<file path="config.mk">
export PLATFORM = sky130hd
export DESIGN_NAME = dcf_unit
export DESIGN_NICKNAME = d
export VERILOG_FILES = /design/src/design/dcf_pkg.sv /design/src/design/dcf_clip_lane.sv /design/src/design/dcf_unit.sv
export SDC_FILE = /design/constraint.sdc
export NUM_CORES = 1
export LEC_CHECK = 0
export BUFFER_PORTS_ARGS = -buffer_cell sky130_fd_sc_hd__buf_4
export CORE_MARGIN = 2
export CORE_UTILIZATION = 48
export DETAILED_ROUTE_END_ITERATION = 12
export HOLD_SLACK_MARGIN = 0.15
export PLACE_DENSITY_LB_ADDON = 0.3
export SETUP_SLACK_MARGIN = 0.5
export SYNTH_ARGS = -nofsm -noshare
export SYNTH_HDL_FRONTEND = slang
export SYNTH_SLANG_ARGS = --single-unit
export TNS_END_PERCENT = 30
</file>
<file path="constraint.sdc">
create_clock -name clk -period 3.65 [get_ports clk]
set_clock_uncertainty 0.15 [all_clocks]
set_input_delay 0.73 -clock clk [delete_from_list [all_inputs] [get_ports clk]]
set_output_delay 0.73 -clock clk [all_outputs]
set_load 0.005 [all_outputs]
</file>
<file path="src/design/dcf_pkg.sv">
package dcf_pkg;

	// datapath widths
	localparam int DATA_W = 32;
	localparam int HALF_W = 16;
	localparam int DEST_W = 7;
	localparam int FLAG_W = 7;
	localparam int CNT_W = 16;

	// pipeline depths, issue cycle to writeback cycle
	localparam int CLIP_LAT = 2;
	localparam int FP_LAT = 3;

	// register bus
	localparam int ADDR_W = 8;
	localparam logic [ADDR_W-1:0] OFS_STATUS_WORD = 8'h00;
	localparam logic [ADDR_W-1:0] OFS_IRQ_STATUS = 8'h04;
	localparam logic [ADDR_W-1:0] OFS_IRQ_MASK = 8'h08;
	localparam logic [ADDR_W-1:0] OFS_RETIRED = 8'h0c;
	localparam logic [ADDR_W-1:0] OFS_SUPPRESSED = 8'h10;
	localparam logic [ADDR_W-1:0] OFS_INFO = 8'h14;
	localparam logic [1:0] RESP_OKAY = 2'h0;
	localparam logic [1:0] RESP_SLVERR = 2'h2;

	// reset values
	localparam logic [FLAG_W-1:0] RST_FLAGS = 7'h00;
	localparam logic [FLAG_W-1:0] RST_MASK = 7'h00;
	localparam logic [CNT_W-1:0] RST_CNT = 16'h0000;

	// single-precision fields
	localparam int EXP_LSB = 23;
	localparam int QUIET_BIT = 22;
	localparam logic [7:0] EXP_ALL_ONES = 8'hff;
	localparam logic [7:0] EXP_ZERO = 8'h00;
	localparam logic [DATA_W-1:0] CANON_QNAN = 32'hffffffff;

	// info register fields
	localparam int INFO_FP_LSB = 8;

	typedef enum logic [3:0] {
		OP_DUAL_SCLIP = 4'h1,
		OP_DUAL_UCLIP = 4'h2,
		OP_FABS = 4'h4,
		OP_FABS_FLAGS = 4'h8
	} dcf_op_t;

	// bit 6 down to bit 0 of the exception vector
	typedef struct packed {
		logic output_flushed_flag;
		logic input_flushed_flag;
		logic invalid_flag;
		logic overflow_flag;
		logic underflow_flag;
		logic inexact_flag;
		logic divide_by_zero_flag;
	} dcf_flags_t;

	typedef struct packed {
		logic valid;
		dcf_op_t op;
		logic guard_used;
		logic [DATA_W-1:0] guard;
		logic [DEST_W-1:0] dest;
		logic [DATA_W-1:0] first_source;
		logic [DATA_W-1:0] second_source;
	} dcf_issue_t;

	typedef struct packed {
		logic valid;
		logic we;
		logic [DEST_W-1:0] dest;
		logic [DATA_W-1:0] data;
	} dcf_wb_t;

endpackage

</file>
<file path="src/design/dcf_clip_lane.sv">
module dcf_clip_lane import dcf_pkg::*; #(
	parameter int W = HALF_W
) (
	// lane operands
	input wire logic [W-1:0] value,
	input wire logic [W-1:0] bound,
	input wire logic signed_mode,
	// lane result
	output logic [W-1:0] clipped
);

	logic signed [W:0] v;
	logic signed [W:0] lo;
	logic signed [W:0] hi;

	// one extra bit so an unsigned bound of all ones stays positive
	always_comb begin
		v = {value[W-1], value};
		hi = {1'b0, bound};
		lo = signed_mode ? ~{1'b0, bound} : '0;
		if (v < lo) begin
			clipped = lo[W-1:0];
		end else if (v > hi) begin
			clipped = hi[W-1:0];
		end else begin
			clipped = v[W-1:0];
		end
	end

endmodule // dcf_clip_lane

</file>
<file path="src/design/dcf_unit.sv">
// Function
// - signed clip clamps each half from minus bound minus one to bound
// - unsigned clip: each signed half clamped between zero and bound
// - halves clipped apart, each into its matching destination half
// - with a guard, destination is written only when guard bit 0 is one
// - float abs value: negative inputs negated, others unchanged; here every NaN input returns the canonical quiet NaN instead
// - denormal input becomes zero and sets input flushed status flag
// - any exception raised by absolute value sets its status word flag
// - status flags sticky; only an explicit status write clears them
// - status flags change in the same cycle the destination is written
// - simultaneous updates OR together with the existing flag value
// - false guard leaves destination and status flags untouched
// - flags operation returns the would-be flags, status word untouched
// - vector bit 0 div-by-zero up to bit 6 output flushed; rest zero
//
// Our own choices: the register offsets and register access over AXI4-Lite.
module dcf_unit import dcf_pkg::*; #(
	parameter int CLIP_LATENCY = CLIP_LAT,
	parameter int FP_LATENCY = FP_LAT
) (
	// clock and reset
	input wire logic clk,
	input wire logic rst,

	// issue from the processor
	input wire dcf_issue_t issue,

	// flag updates of other float units retiring now
	input wire dcf_flags_t other_flag_updates,

	// writeback to the register file
	output dcf_wb_t dsp_wb,
	output dcf_wb_t fp_wb,

	// status word and interrupt
	output dcf_flags_t status_flags,
	output logic irq,

	// axi4-lite write address
	input wire logic awvalid,
	output logic awready,
	input wire logic [ADDR_W-1:0] awaddr,
	input wire logic [2:0] awprot,

	// axi4-lite write data
	input wire logic wvalid,
	output logic wready,
	input wire logic [DATA_W-1:0] wdata,
	input wire logic [3:0] wstrb,

	// axi4-lite write response
	output logic bvalid,
	input wire logic bready,
	output logic [1:0] bresp,

	// axi4-lite read address
	input wire logic arvalid,
	output logic arready,
	input wire logic [ADDR_W-1:0] araddr,
	input wire logic [2:0] arprot,

	// axi4-lite read data
	output logic rvalid,
	input wire logic rready,
	output logic [DATA_W-1:0] rdata,
	output logic [1:0] rresp
);

	typedef struct packed {
		dcf_wb_t wb;
		dcf_flags_t upd;
	} dcf_fp_stage_t;

	typedef struct packed {
		dcf_wb_t [CLIP_LATENCY-1:0] dsp;
		dcf_fp_stage_t [FP_LATENCY-1:0] fp;
		dcf_flags_t psw;
		dcf_flags_t irq_st;
		dcf_flags_t irq_mask;
		logic [CNT_W-1:0] retired;
		logic [CNT_W-1:0] suppressed;
		logic aw_full;
		logic [ADDR_W-1:0] aw_addr;
		logic w_full;
		logic [DATA_W-1:0] w_data;
		logic [3:0] w_strb;
		logic bvalid;
		logic [1:0] bresp;
		logic rvalid;
		logic [DATA_W-1:0] rdata;
		logic [1:0] rresp;
	} dcf_state_t;

	dcf_state_t s_q;
	dcf_state_t s_d;

	// issue decode
	logic guard_ok;
	logic is_clip;
	logic is_fp;
	logic [DATA_W-1:0] clip_res;
	logic sclip_mode;

	// float absolute value
	logic [7:0] abs_exp;
	logic [22:0] abs_man;
	logic abs_denorm;
	logic abs_nan;
	logic abs_snan;
	logic [DATA_W-1:0] abs_res;
	dcf_flags_t abs_flags;

	// register bus internals
	logic do_write;
	logic do_read;
	dcf_flags_t flag_set;
	dcf_flags_t wr_flags;
	logic dsp_done;
	logic fp_done;
	logic dsp_skip;
	logic fp_skip;
	logic wr_status;
	logic wr_irq_st;
	logic wr_mask;

	// only bit 0 of the guard matters; no guard means always write
	assign guard_ok = !issue.guard_used || issue.guard[0];
	assign is_clip = issue.valid
		&& (issue.op == OP_DUAL_SCLIP || issue.op == OP_DUAL_UCLIP);
	assign is_fp = issue.valid
		&& (issue.op == OP_FABS || issue.op == OP_FABS_FLAGS);

	// uclip bounds above 0x7fff simply never clamp from above
	assign sclip_mode = issue.op == OP_DUAL_SCLIP;

	// bound from the low half only; upper bits of the bound are ignored
	dcf_clip_lane #(
		.W(HALF_W)
	) u_lane_hi (
		.value(issue.first_source[DATA_W-1:HALF_W]),
		.bound(issue.second_source[HALF_W-1:0]),
		.signed_mode(sclip_mode),
		.clipped(clip_res[DATA_W-1:HALF_W])
	);

	dcf_clip_lane #(
		.W(HALF_W)
	) u_lane_lo (
		.value(issue.first_source[HALF_W-1:0]),
		.bound(issue.second_source[HALF_W-1:0]),
		.signed_mode(sclip_mode),
		.clipped(clip_res[HALF_W-1:0])
	);

	assign abs_exp = issue.first_source[DATA_W-2:EXP_LSB];
	assign abs_man = issue.first_source[EXP_LSB-1:0];
	assign abs_denorm = (abs_exp == EXP_ZERO) && (abs_man != '0);
	assign abs_nan = (abs_exp == EXP_ALL_ONES) && (abs_man != '0);
	assign abs_snan = abs_nan && !abs_man[QUIET_BIT];

	always_comb begin
		abs_flags = '0;
		abs_flags.input_flushed_flag = abs_denorm;
		abs_flags.invalid_flag = abs_snan;
		if (abs_nan) begin
			// every NaN comes back as the one canonical quiet NaN
			abs_res = CANON_QNAN;
		end else if (abs_denorm) begin
			abs_res = '0;
		end else begin
			abs_res = {1'b0, issue.first_source[DATA_W-2:0]};
		end
	end

	// bus handshakes
	assign awready = !s_q.aw_full;
	assign wready = !s_q.w_full;
	assign arready = !s_q.rvalid;
	assign do_write = s_q.aw_full && s_q.w_full && !s_q.bvalid;
	assign do_read = arvalid && !s_q.rvalid;

	// what the retiring stage and the other units raise this edge
	assign flag_set = s_q.fp[FP_LATENCY-2].upd
		| other_flag_updates;
	assign wr_flags = s_q.w_data[FLAG_W-1:0];

	// only the low strobe matters: every writable field sits below bit 8
	// prot is not looked at; every access is treated alike
	assign wr_status = do_write && s_q.aw_addr == OFS_STATUS_WORD
		&& s_q.w_strb[0];
	assign wr_irq_st = do_write && s_q.aw_addr == OFS_IRQ_STATUS
		&& s_q.w_strb[0];
	assign wr_mask = do_write && s_q.aw_addr == OFS_IRQ_MASK
		&& s_q.w_strb[0];

	// retire accounting, taken from what enters the last stage
	assign dsp_done = s_q.dsp[CLIP_LATENCY-2].valid
		&& s_q.dsp[CLIP_LATENCY-2].we;
	assign fp_done = s_q.fp[FP_LATENCY-2].wb.valid
		&& s_q.fp[FP_LATENCY-2].wb.we;
	assign dsp_skip = s_q.dsp[CLIP_LATENCY-2].valid
		&& !s_q.dsp[CLIP_LATENCY-2].we;
	assign fp_skip = s_q.fp[FP_LATENCY-2].wb.valid
		&& !s_q.fp[FP_LATENCY-2].wb.we;

	always_comb begin
		s_d = s_q;

		// integer pipe
		for (int i = CLIP_LATENCY - 1; i > 0; i--) begin
			s_d.dsp[i] = s_q.dsp[i-1];
		end
		s_d.dsp[0].valid = is_clip;
		s_d.dsp[0].we = is_clip && guard_ok;
		s_d.dsp[0].dest = issue.dest;
		s_d.dsp[0].data = clip_res;

		// float pipe
		for (int i = FP_LATENCY - 1; i > 0; i--) begin
			s_d.fp[i] = s_q.fp[i-1];
		end
		s_d.fp[0].wb.valid = is_fp;
		s_d.fp[0].wb.we = is_fp && guard_ok;
		s_d.fp[0].wb.dest = issue.dest;
		if (issue.op == OP_FABS) begin
			s_d.fp[0].wb.data = abs_res;
		end else begin
			// upper bits stay zero in the returned vector
			s_d.fp[0].wb.data = {{(DATA_W - FLAG_W){1'b0}},
				abs_flags};
		end
		// status update only from a writing absolute value
		if (is_fp && guard_ok && issue.op == OP_FABS) begin
			s_d.fp[0].upd = abs_flags;
		end else begin
			s_d.fp[0].upd = '0;
		end

		// status word: sticky; a set in the same edge beats a write
		if (wr_status) begin
			s_d.psw = wr_flags | flag_set;
		end else begin
			s_d.psw = s_q.psw | flag_set;
		end

		// interrupt status: one-to-clear, set wins
		if (wr_irq_st) begin
			s_d.irq_st = (s_q.irq_st & ~wr_flags) | flag_set;
		end else begin
			s_d.irq_st = s_q.irq_st | flag_set;
		end

		if (wr_mask) begin
			s_d.irq_mask = wr_flags;
		end

		// counters wrap; writes to them are accepted and ignored
		s_d.retired = s_q.retired + CNT_W'(dsp_done) + CNT_W'(fp_done);
		s_d.suppressed = s_q.suppressed + CNT_W'(dsp_skip)
			+ CNT_W'(fp_skip);

		// write address and data may come in either order
		if (awvalid && !s_q.aw_full) begin
			s_d.aw_full = 1'b1;
			s_d.aw_addr = awaddr;
		end
		if (wvalid && !s_q.w_full) begin
			s_d.w_full = 1'b1;
			s_d.w_data = wdata;
			s_d.w_strb = wstrb;
		end
		if (do_write) begin
			s_d.aw_full = 1'b0;
			s_d.w_full = 1'b0;
			s_d.bvalid = 1'b1;
			if (s_q.aw_addr == OFS_STATUS_WORD
				|| s_q.aw_addr == OFS_IRQ_STATUS
				|| s_q.aw_addr == OFS_IRQ_MASK
				|| s_q.aw_addr == OFS_RETIRED
				|| s_q.aw_addr == OFS_SUPPRESSED
				|| s_q.aw_addr == OFS_INFO) begin
				s_d.bresp = RESP_OKAY;
			end else begin
				s_d.bresp = RESP_SLVERR;
			end
		end else if (s_q.bvalid && bready) begin
			s_d.bvalid = 1'b0;
		end

		// read returns the value held at the accepting edge
		if (do_read) begin
			s_d.rvalid = 1'b1;
			s_d.rresp = RESP_OKAY;
			if (araddr == OFS_STATUS_WORD) begin
				s_d.rdata = {{(DATA_W - FLAG_W){1'b0}}, s_q.psw};
			end else if (araddr == OFS_IRQ_STATUS) begin
				s_d.rdata = {{(DATA_W - FLAG_W){1'b0}}, s_q.irq_st};
			end else if (araddr == OFS_IRQ_MASK) begin
				s_d.rdata = {{(DATA_W - FLAG_W){1'b0}}, s_q.irq_mask};
			end else if (araddr == OFS_RETIRED) begin
				s_d.rdata = {{(DATA_W - CNT_W){1'b0}}, s_q.retired};
			end else if (araddr == OFS_SUPPRESSED) begin
				s_d.rdata = {{(DATA_W - CNT_W){1'b0}}, s_q.suppressed};
			end else if (araddr == OFS_INFO) begin
				s_d.rdata = '0;
				s_d.rdata[INFO_FP_LSB-1:0] = 8'(CLIP_LATENCY);
				s_d.rdata[2*INFO_FP_LSB-1:INFO_FP_LSB] = 8'(FP_LATENCY);
			end else begin
				s_d.rdata = '0;
				s_d.rresp = RESP_SLVERR;
			end
		end else if (s_q.rvalid && rready) begin
			s_d.rvalid = 1'b0;
		end
	end

	always_ff @(posedge clk) begin
		if (rst) begin
			s_q <= '0;
			s_q.psw <= RST_FLAGS;
			s_q.irq_st <= RST_FLAGS;
			s_q.irq_mask <= RST_MASK;
			s_q.retired <= RST_CNT;
			s_q.suppressed <= RST_CNT;
		end else begin
			s_q <= s_d;
		end
	end

	// writeback appears with the status update of the same op
	assign dsp_wb = s_q.dsp[CLIP_LATENCY-1];
	assign fp_wb = s_q.fp[FP_LATENCY-1].wb;
	assign status_flags = s_q.psw;
	assign irq = |(s_q.irq_st & s_q.irq_mask);

	assign bvalid = s_q.bvalid;
	assign bresp = s_q.bresp;
	assign rvalid = s_q.rvalid;
	assign rdata = s_q.rdata;
	assign rresp = s_q.rresp;

endmodule // dcf_unit

</file>
==> metrics.md, run 1 <==
| Metric | Value |
|---|---|
| Status | finished, final reports clean |
| CTS clk-pin slew, worst paths | 60 ps |
| Largest family of logic cells by synthesized area | simple AND/OR/NAND/NOR gates |
| Worst-path fanout max | 8 |
| EDFF count, synth | 0 |
| DR pass1 iterations | 7 |
| Die Y | 165 um |
| Synth-to-layout area growth | 20.3% |
| Worst stage delay on the critical path | around 420 ps |
| GP Congestion | 0.916 |
| Critical-path cell list | buf_6, nor4b_4, buf_6, nand2_4, ha_4, o21ai_2, a21oi_1, or4_4, a311oi_2, mux2i_1, buf_4, buf_6, or2_4, buf_12, o32ai_2 |
| Most common cell in the netlist | dfxtp_1 |
| Synth Cell Area | around 12000 um2 |
| WP buf/inv | 5 |
| Ant. Diodes | 0 |
| PD cells | around 460 nW/um2 |
| Final antenna-violating net count | 0 |
| Routed WL | 28600 um |
| CP most frequent cell | buf_6 |
| DR WL/cell | about 16 um |
| Fill cells | 2185 |
| Xor and xnor area share after synthesis | 1.76% |
| Max Clock Freq | about 0.32 GHz |
| Simple-gate portion of the synthesized area | about a fifth |
| Core area | between 20000 and 30000 um2 |
| Worst Hold End | rvalid |
| All-Layer GR Usage | around 20% |
| RSZ-0062 raised after global routing | true |
| Critical Path AT | approximately 3400 ps |
| Mux contribution to synthesized area | around 5.3% |
| Met3 WL post-DR | about 2000 um |
| Place WS | -106 ps |
| Post-synth cell types | 56 |
| Post-Layout Inst Area | between 10000 and 15000 um2 |
| Avg Inst Size Synth | between 9 and 10 um2 |
| VDD IR-drop max | 0.306 mV |
| R2R cell count | 8 |
| Metal-1 WL | between 10000 and 15000 um |
| Clock Path Buffers | 3 |
| Cells after Synth | 1298 |
| Worst Hold Launch | rready |
| Fin crit period | between 3000 and 4000 ps |
| Max layer used | met4 |
| Total negative slack | 0 ps |
| Fin. Hold Viols | 0 |
| Area of placed instances | roughly 14000 um2 |
| Critical Path Start Type | input pin |
| WL met2 | roughly 14000 um |
| Ys flop type | dfxtp_1 |
| DRT iter0 DRCs | 517 |
| WP data required | between 3000 and 4000 ps |
| # clock sinks | around 290 |
| Crit path capture type | flip-flop |
| Kind of critical path | in2reg |
| CTS Buf Count | 28 |
| Max-slew headroom | between 10% and 20% |
| Leakage power | 6.59 nW |
| Max_cap viols | 0 |
| Clk Latency, worst-skew pair | roughly 540 ps |
| Chip Width | approximately 160 um |
| Post-synth top cells | dfxtp_1 (286), nor2b_1 (143), buf_4 (125), nor2_1 (119), nand2_1 (71) |
| Post-synth top area share | a little under half |
| GRT overflow | 0 |
| Max H-tree Level | 1 |
| Clock root buffer | clkbuf_16 |
| Worst slew pin tran | between 1000 and 1500 ps |
| Post-layout power | approximately 6.9 mW |
| Register-to-Register Setup Slack | 1300 ps |
| Largest net degree at the start of global routing | 88 |
| Initial Util | about half |
| FP Rows | between 50 and 60 |
| RR Startpoint | s_q[74] |
| Initial antenna violation count | 0 |
| Synth Warn # | 0 |
| First-pass GRT wire length | 43800 um |
| Max-slew violation count | 0 |
| Synth area leader | dfxtp_1 |
| Post-DP HPWL | ~21000 um |
| DRC | 0 |
| Reg2reg end | status_flags[2] |
| Crit-path slowest cell | or4_4 |
| Setup-failing EPs final | 0 |
| Ranking of synthesized cells by area | dfxtp_1 (46%), buf_4 (7.6%), nor2b_1 (7.2%) |
| NumNets Final | 1677 |
| Fin Hold WS | approximately 230 ps |
| Min-delay worst type | in2reg |
| Hold Path Depth | 2 |
| Post-synth ARST share | 0% |
| Vias in the first global route | 8784 |
| Sequential-to-total area share from yosys stat | 46.1% |
| Register bit total from synthesis | around 290 |
| Fin crit share | 85.4% |
| Vias per cell | ~5.2 |
| Layout cells sized above 1 | 24.1% |
| CTS tree | done |
| Via count | around 9000 |
| Hold_buf cts | 0 |
| Crit-path leading delay family | simple AND/OR/NAND/NOR gates |
| Buffers added on ports | roughly 210 |
| Post-Synth Adder-Cell Area | a little over 7% |
| Ports | between 300 and 400 |
| Compound-Gate Fraction of Synth Area | approximately a tenth |
| Die area | between 20000 and 30000 um2 |
| Final Worst Setup Slack | approximately 530 ps |
-- area by class of cell --
| cell class | instances | area (um2) | area share (%) |
|---|---|---|---|
| sequential | 286 | 5730 | 38.3 |
| multi-input combinational | 815 | 5680 | 38.0 |
| timing repair buffer | 260 | 2000 | 13.4 |
| clock buffer | 40 | 856 | 5.73 |
| tap | 330 | 413 | 2.76 |
| inverter | 35 | 131 | 0.879 |
| clock inverter | 7 | 128 | 0.854 |
-- worst max path at each step --
stage,depth (start not counted),slack [ps],from,endpoint
final,15,530,issue[107],s_d[346]
after global routing,15,440,issue[107],s_d[340]
after CTS,15,480,issue[105],s_d[340]
after detailed placement,14,-110,issue[105],s_d[335]
after global placement,14,-70,issue[105],s_d[334]
after floorplan,12,340,issue[105],s_d[346]
-- report_power, final --
part	total [mW]	switching [mW]	internal (mW)
logic	0.699	0.368	0.332
registers	3.26	0.0420	3.22
clock network	2.99	1.16	1.83
-- logic make-up after synthesis --
family                   Yosys count
AND/OR/NAND/NOR                  452
flip-flops                       286
buffers and inverters            214
AO/OA/AOI/OAI                    186
adder cells (fa/ha/maj)           70
multiplexers                      64
XOR/XNOR                          25
other                              1
-- cell usage in the layout (no fill, tap or decap), drive strengths merged, types with 26 or more instances in the layout --
master,synthesis,routed
a21oi,45,45
a21o,26,26
nand2,71,71
clkbuf,43,40
ha,68,68
buf,136,260
o21ai,27,27
mux2i,62,62
inv,35,36
nand3,26,26
nor2,119,119
dfxtp,286,286
nor2b,143,143
-- what timing repair did --
| action | CTS | global route |
|---|---|---|
| resized for setup | 5 | 38 |
| setup endpoints to repair | 19 | 32 |
| buffers inserted | 0 | 2 |
| endpoints found under the hold margin | 0 | 0 |
| pin swaps | 0 | 8 |
-- stage by stage --
step	util (%)	instances
detailed placement	54.3	1724
CTS	58.3	1771
global placement	54.3	1724
global route	59.2	1773
floorplan	-	1315
finish	59.2	1773
-- sequential cells by signal, indices dropped and copies added, names as in the netlist --
name and cells:
status_flags 7, rresp 1, rdata 16, bvalid 1, dsp_wb 34, rvalid 1
bresp 1, s_d 120, fp_wb 41, s_q 64
-- routing by layer --
metal	up-vias	track usage, %
met3	66	3.26
met2	303	36.0
met5	-	0
met4	0	6.52
met1	4277	24.9
li1	4539	-
Note: power is estimated with default switching activity, not from simulation.
==> inputs of run 2 (changes only) <==
--- a/config.mk
+++ b/config.mk
@@ -6,8 +6,10 @@
 export NUM_CORES = 1
 export LEC_CHECK = 0
 export BUFFER_PORTS_ARGS = -buffer_cell sky130_fd_sc_hd__buf_4
+export CELL_PAD_IN_SITES_DETAIL_PLACEMENT = 1
+export CELL_PAD_IN_SITES_GLOBAL_PLACEMENT = 1
 export CORE_MARGIN = 2
-export CORE_UTILIZATION = 48
+export CORE_UTILIZATION = 36
 export DETAILED_ROUTE_END_ITERATION = 12
 export HOLD_SLACK_MARGIN = 0.15
 export PLACE_DENSITY_LB_ADDON = 0.3
==> run 2 against run 1 <==
  * Non-clock buffer count decreased by 12
  * Total power increased by 5.8%
  * Utilization decreased by 15 points
  * Combinational power increased by 3.0%
  * Via count increased by 0.73%
  * Cell area increased by 1.8%
  * Maximum frequency about the same
  * Hold slack improved by 27 ps
  * Final cell count increased by 7.1%
  * Critical path depth decreased by 1
  * Count of clock-buffer cells in the layout increased by 11
  * Sequential share of layout area decreased by 0.68 points
  * Critical endpoint is now s_d[344]
  * Largest power group is now clock
==> metrics.md, run 2 (synthesis results as in run 1) <==
| Metric | Value |
|---|---|
| Status | finished, final reports clean |
| Worst-path fanout max | 6 |
| # clock sinks | ~290 |
| Crit path capture type | flip-flop |
| WP buf/inv | 4 |
| Clk Latency, worst-skew pair | roughly 500 ps |
| Initial antenna violation count | 0 |
| CP startpoint | issue[105] |
| Ant. Diodes | 0 |
| Critical Path AT | around 3300 ps |
| Commonest non-fill, non-tap cell in the layout | dfxtp_1 |
| Routed WL | between 30000 and 40000 um |
| GRT overflow | 0 |
| WP data required | 3860 ps |
| CTS tree | done |
| Core area | around 34000 um2 |
| Fill cells | ~3800 |
| Worst stage delay on the critical path | approximately 420 ps |
| Post-DP HPWL | 24700 um |
| Fin crit period | 3120 ps |
| GP Congestion | between 0.8 and 0.9 |
| Setup-failing EPs final | 0 |
| Fin crit share | a little under nine tenths |
| Critical Path Start Type | input pin |
| DR WL/cell | 17.7 um |
| Max H-tree Level | 2 |
| Max reg flops | 120 |
| Largest net degree at the start of global routing | 98 |
| Vias per cell | 4.87 |
| PD cells | approximately 480 nW/um2 |
| Ports | about 310 |
| Chip Width | ~190 um |
| Via count | between 9000 and 10000 |
| Area occupied by multi-input gates | 5670 um2 |
| Synth-to-layout area growth | 22.5% |
| RSZ-0062 raised after global routing | true |
| NumNets Final | 1671 |
| All-Layer GR Usage | 18.3% |
| VDD IR-drop max | ~0.34 mV |
| Max_cap viols | 0 |
| Non-filler cells, final | 1899 |
| Clock root buffer | clkbuf_16 |
| Initial Util | a little over a third |
| Worst Hold Launch | rready |
| Crit-path slowest cell | or4_4 |
| RR Startpoint | s_q[74] |
| Most frequent cells in the layout | dfxtp_1 (286), buf_4 (235), nor2b_1 (143) |
| Fin. Hold Viols | 0 |
| Max-slew headroom | between 30% and 40% |
| Die Y | 190 um |
| Max Clock Freq | 0.321 GHz |
| CTS clk-pin slew, worst paths | approximately 60 ps |
| FP Rows | ~70 |
| DRT iter0 DRCs | 410 |
| Buffers added on ports | approximately 210 |
| Area of placed instances | 13800 um2 |
| Dpl cells | between 1500 and 2000 |
| Fin Hold WS | about 260 ps |
| First-pass GRT wire length | just over 50000 um |
| Layout cells sized above 1 | approximately a quarter |
| Critical-path cell list | buf_6, nor4b_4, buf_6, nand2_4, ha_4, o21ai_2, a21oi_1, or4_4, a311oi_2, mux2i_2, buf_4, or2_4, clkbuf_16, o32ai_2 |
| Die area | approximately 36000 um2 |
| Clock Path Buffers | 3 |
| DRC | 0 |
| DR pass1 iterations | 6 |
| Kind of critical path | in2reg |
| Register area | 5730 um2 |
| Worst slew pin tran | 1020 ps |
| Vias in the first global route | 9578 |
| CTS Buf Count | 34 |
| Max-slew violation count | 0 |
| Post-Layout Inst Area | 15200 um2 |
| CP most frequent cell | buf_6 |
| Hold_buf cts | 0 |
| Post-layout power | approximately 7.3 mW |
| Crit-path leading delay family | simple AND/OR/NAND/NOR gates |
| Leakage power | 6.63 nW |
| Min-delay worst type | in2reg |
| Final antenna-violating net count | 0 |
[run 2: cell type report]
type                            count  share of cell area (%)
Sequential cell                   286                    37.7
Multi-Input combinational cell    815                    37.3
Timing Repair Buffer              248                    13.0
Clock buffer                       51                    6.70
Tap cell                          455                    3.74
Inverter                           35                   0.864
Clock inverter                      9                   0.699
[run 2: layer usage]
metal | vias to the layer above | share of wire (%) | track usage (%)
li1 | 4539 | - | -
met1 | 4422 | 43 | 21.8
met2 | 234 | 48 | 32.3
met3 | 57 | 6.3 | 4.56
met4 | 0 | 2.3 | 5.52
met5 | - | 0 | 0
[run 2: timing repair]
item / CTS / global route
pin swaps: 1 / 6
gates cloned: 0 / 2
setup endpoints to repair: 21 / 32
setup buffers: 2 / 1
gates resized for setup: 7 / 28
[run 2: worst paths after layout]
kind	cells after the start	end	slack, ps
min reg2reg	1	fp_wb[5]	280
min	2	rvalid	260
max	14	s_d[344]	530
max reg2reg	8	status_flags[1]	1420
[run 2: metrics by stage]
step	util, %	worst slack (ps)	TNS, ps
6_report	44.4	532	0
3_5_place_dp	40.3	-205	-2250
2_1_floorplan	-	342	0
5_1_grt	44.4	423	0
3_3_place_gp	40.3	-65.9	-713
4_1_cts	43.7	496	0
[run 2: report_power, final]
part           switching [mW]  internal [mW]
Combinational           0.384          0.336
Sequential             0.0427           3.22
Clock                    1.29           2.08
Total                    1.72           5.63
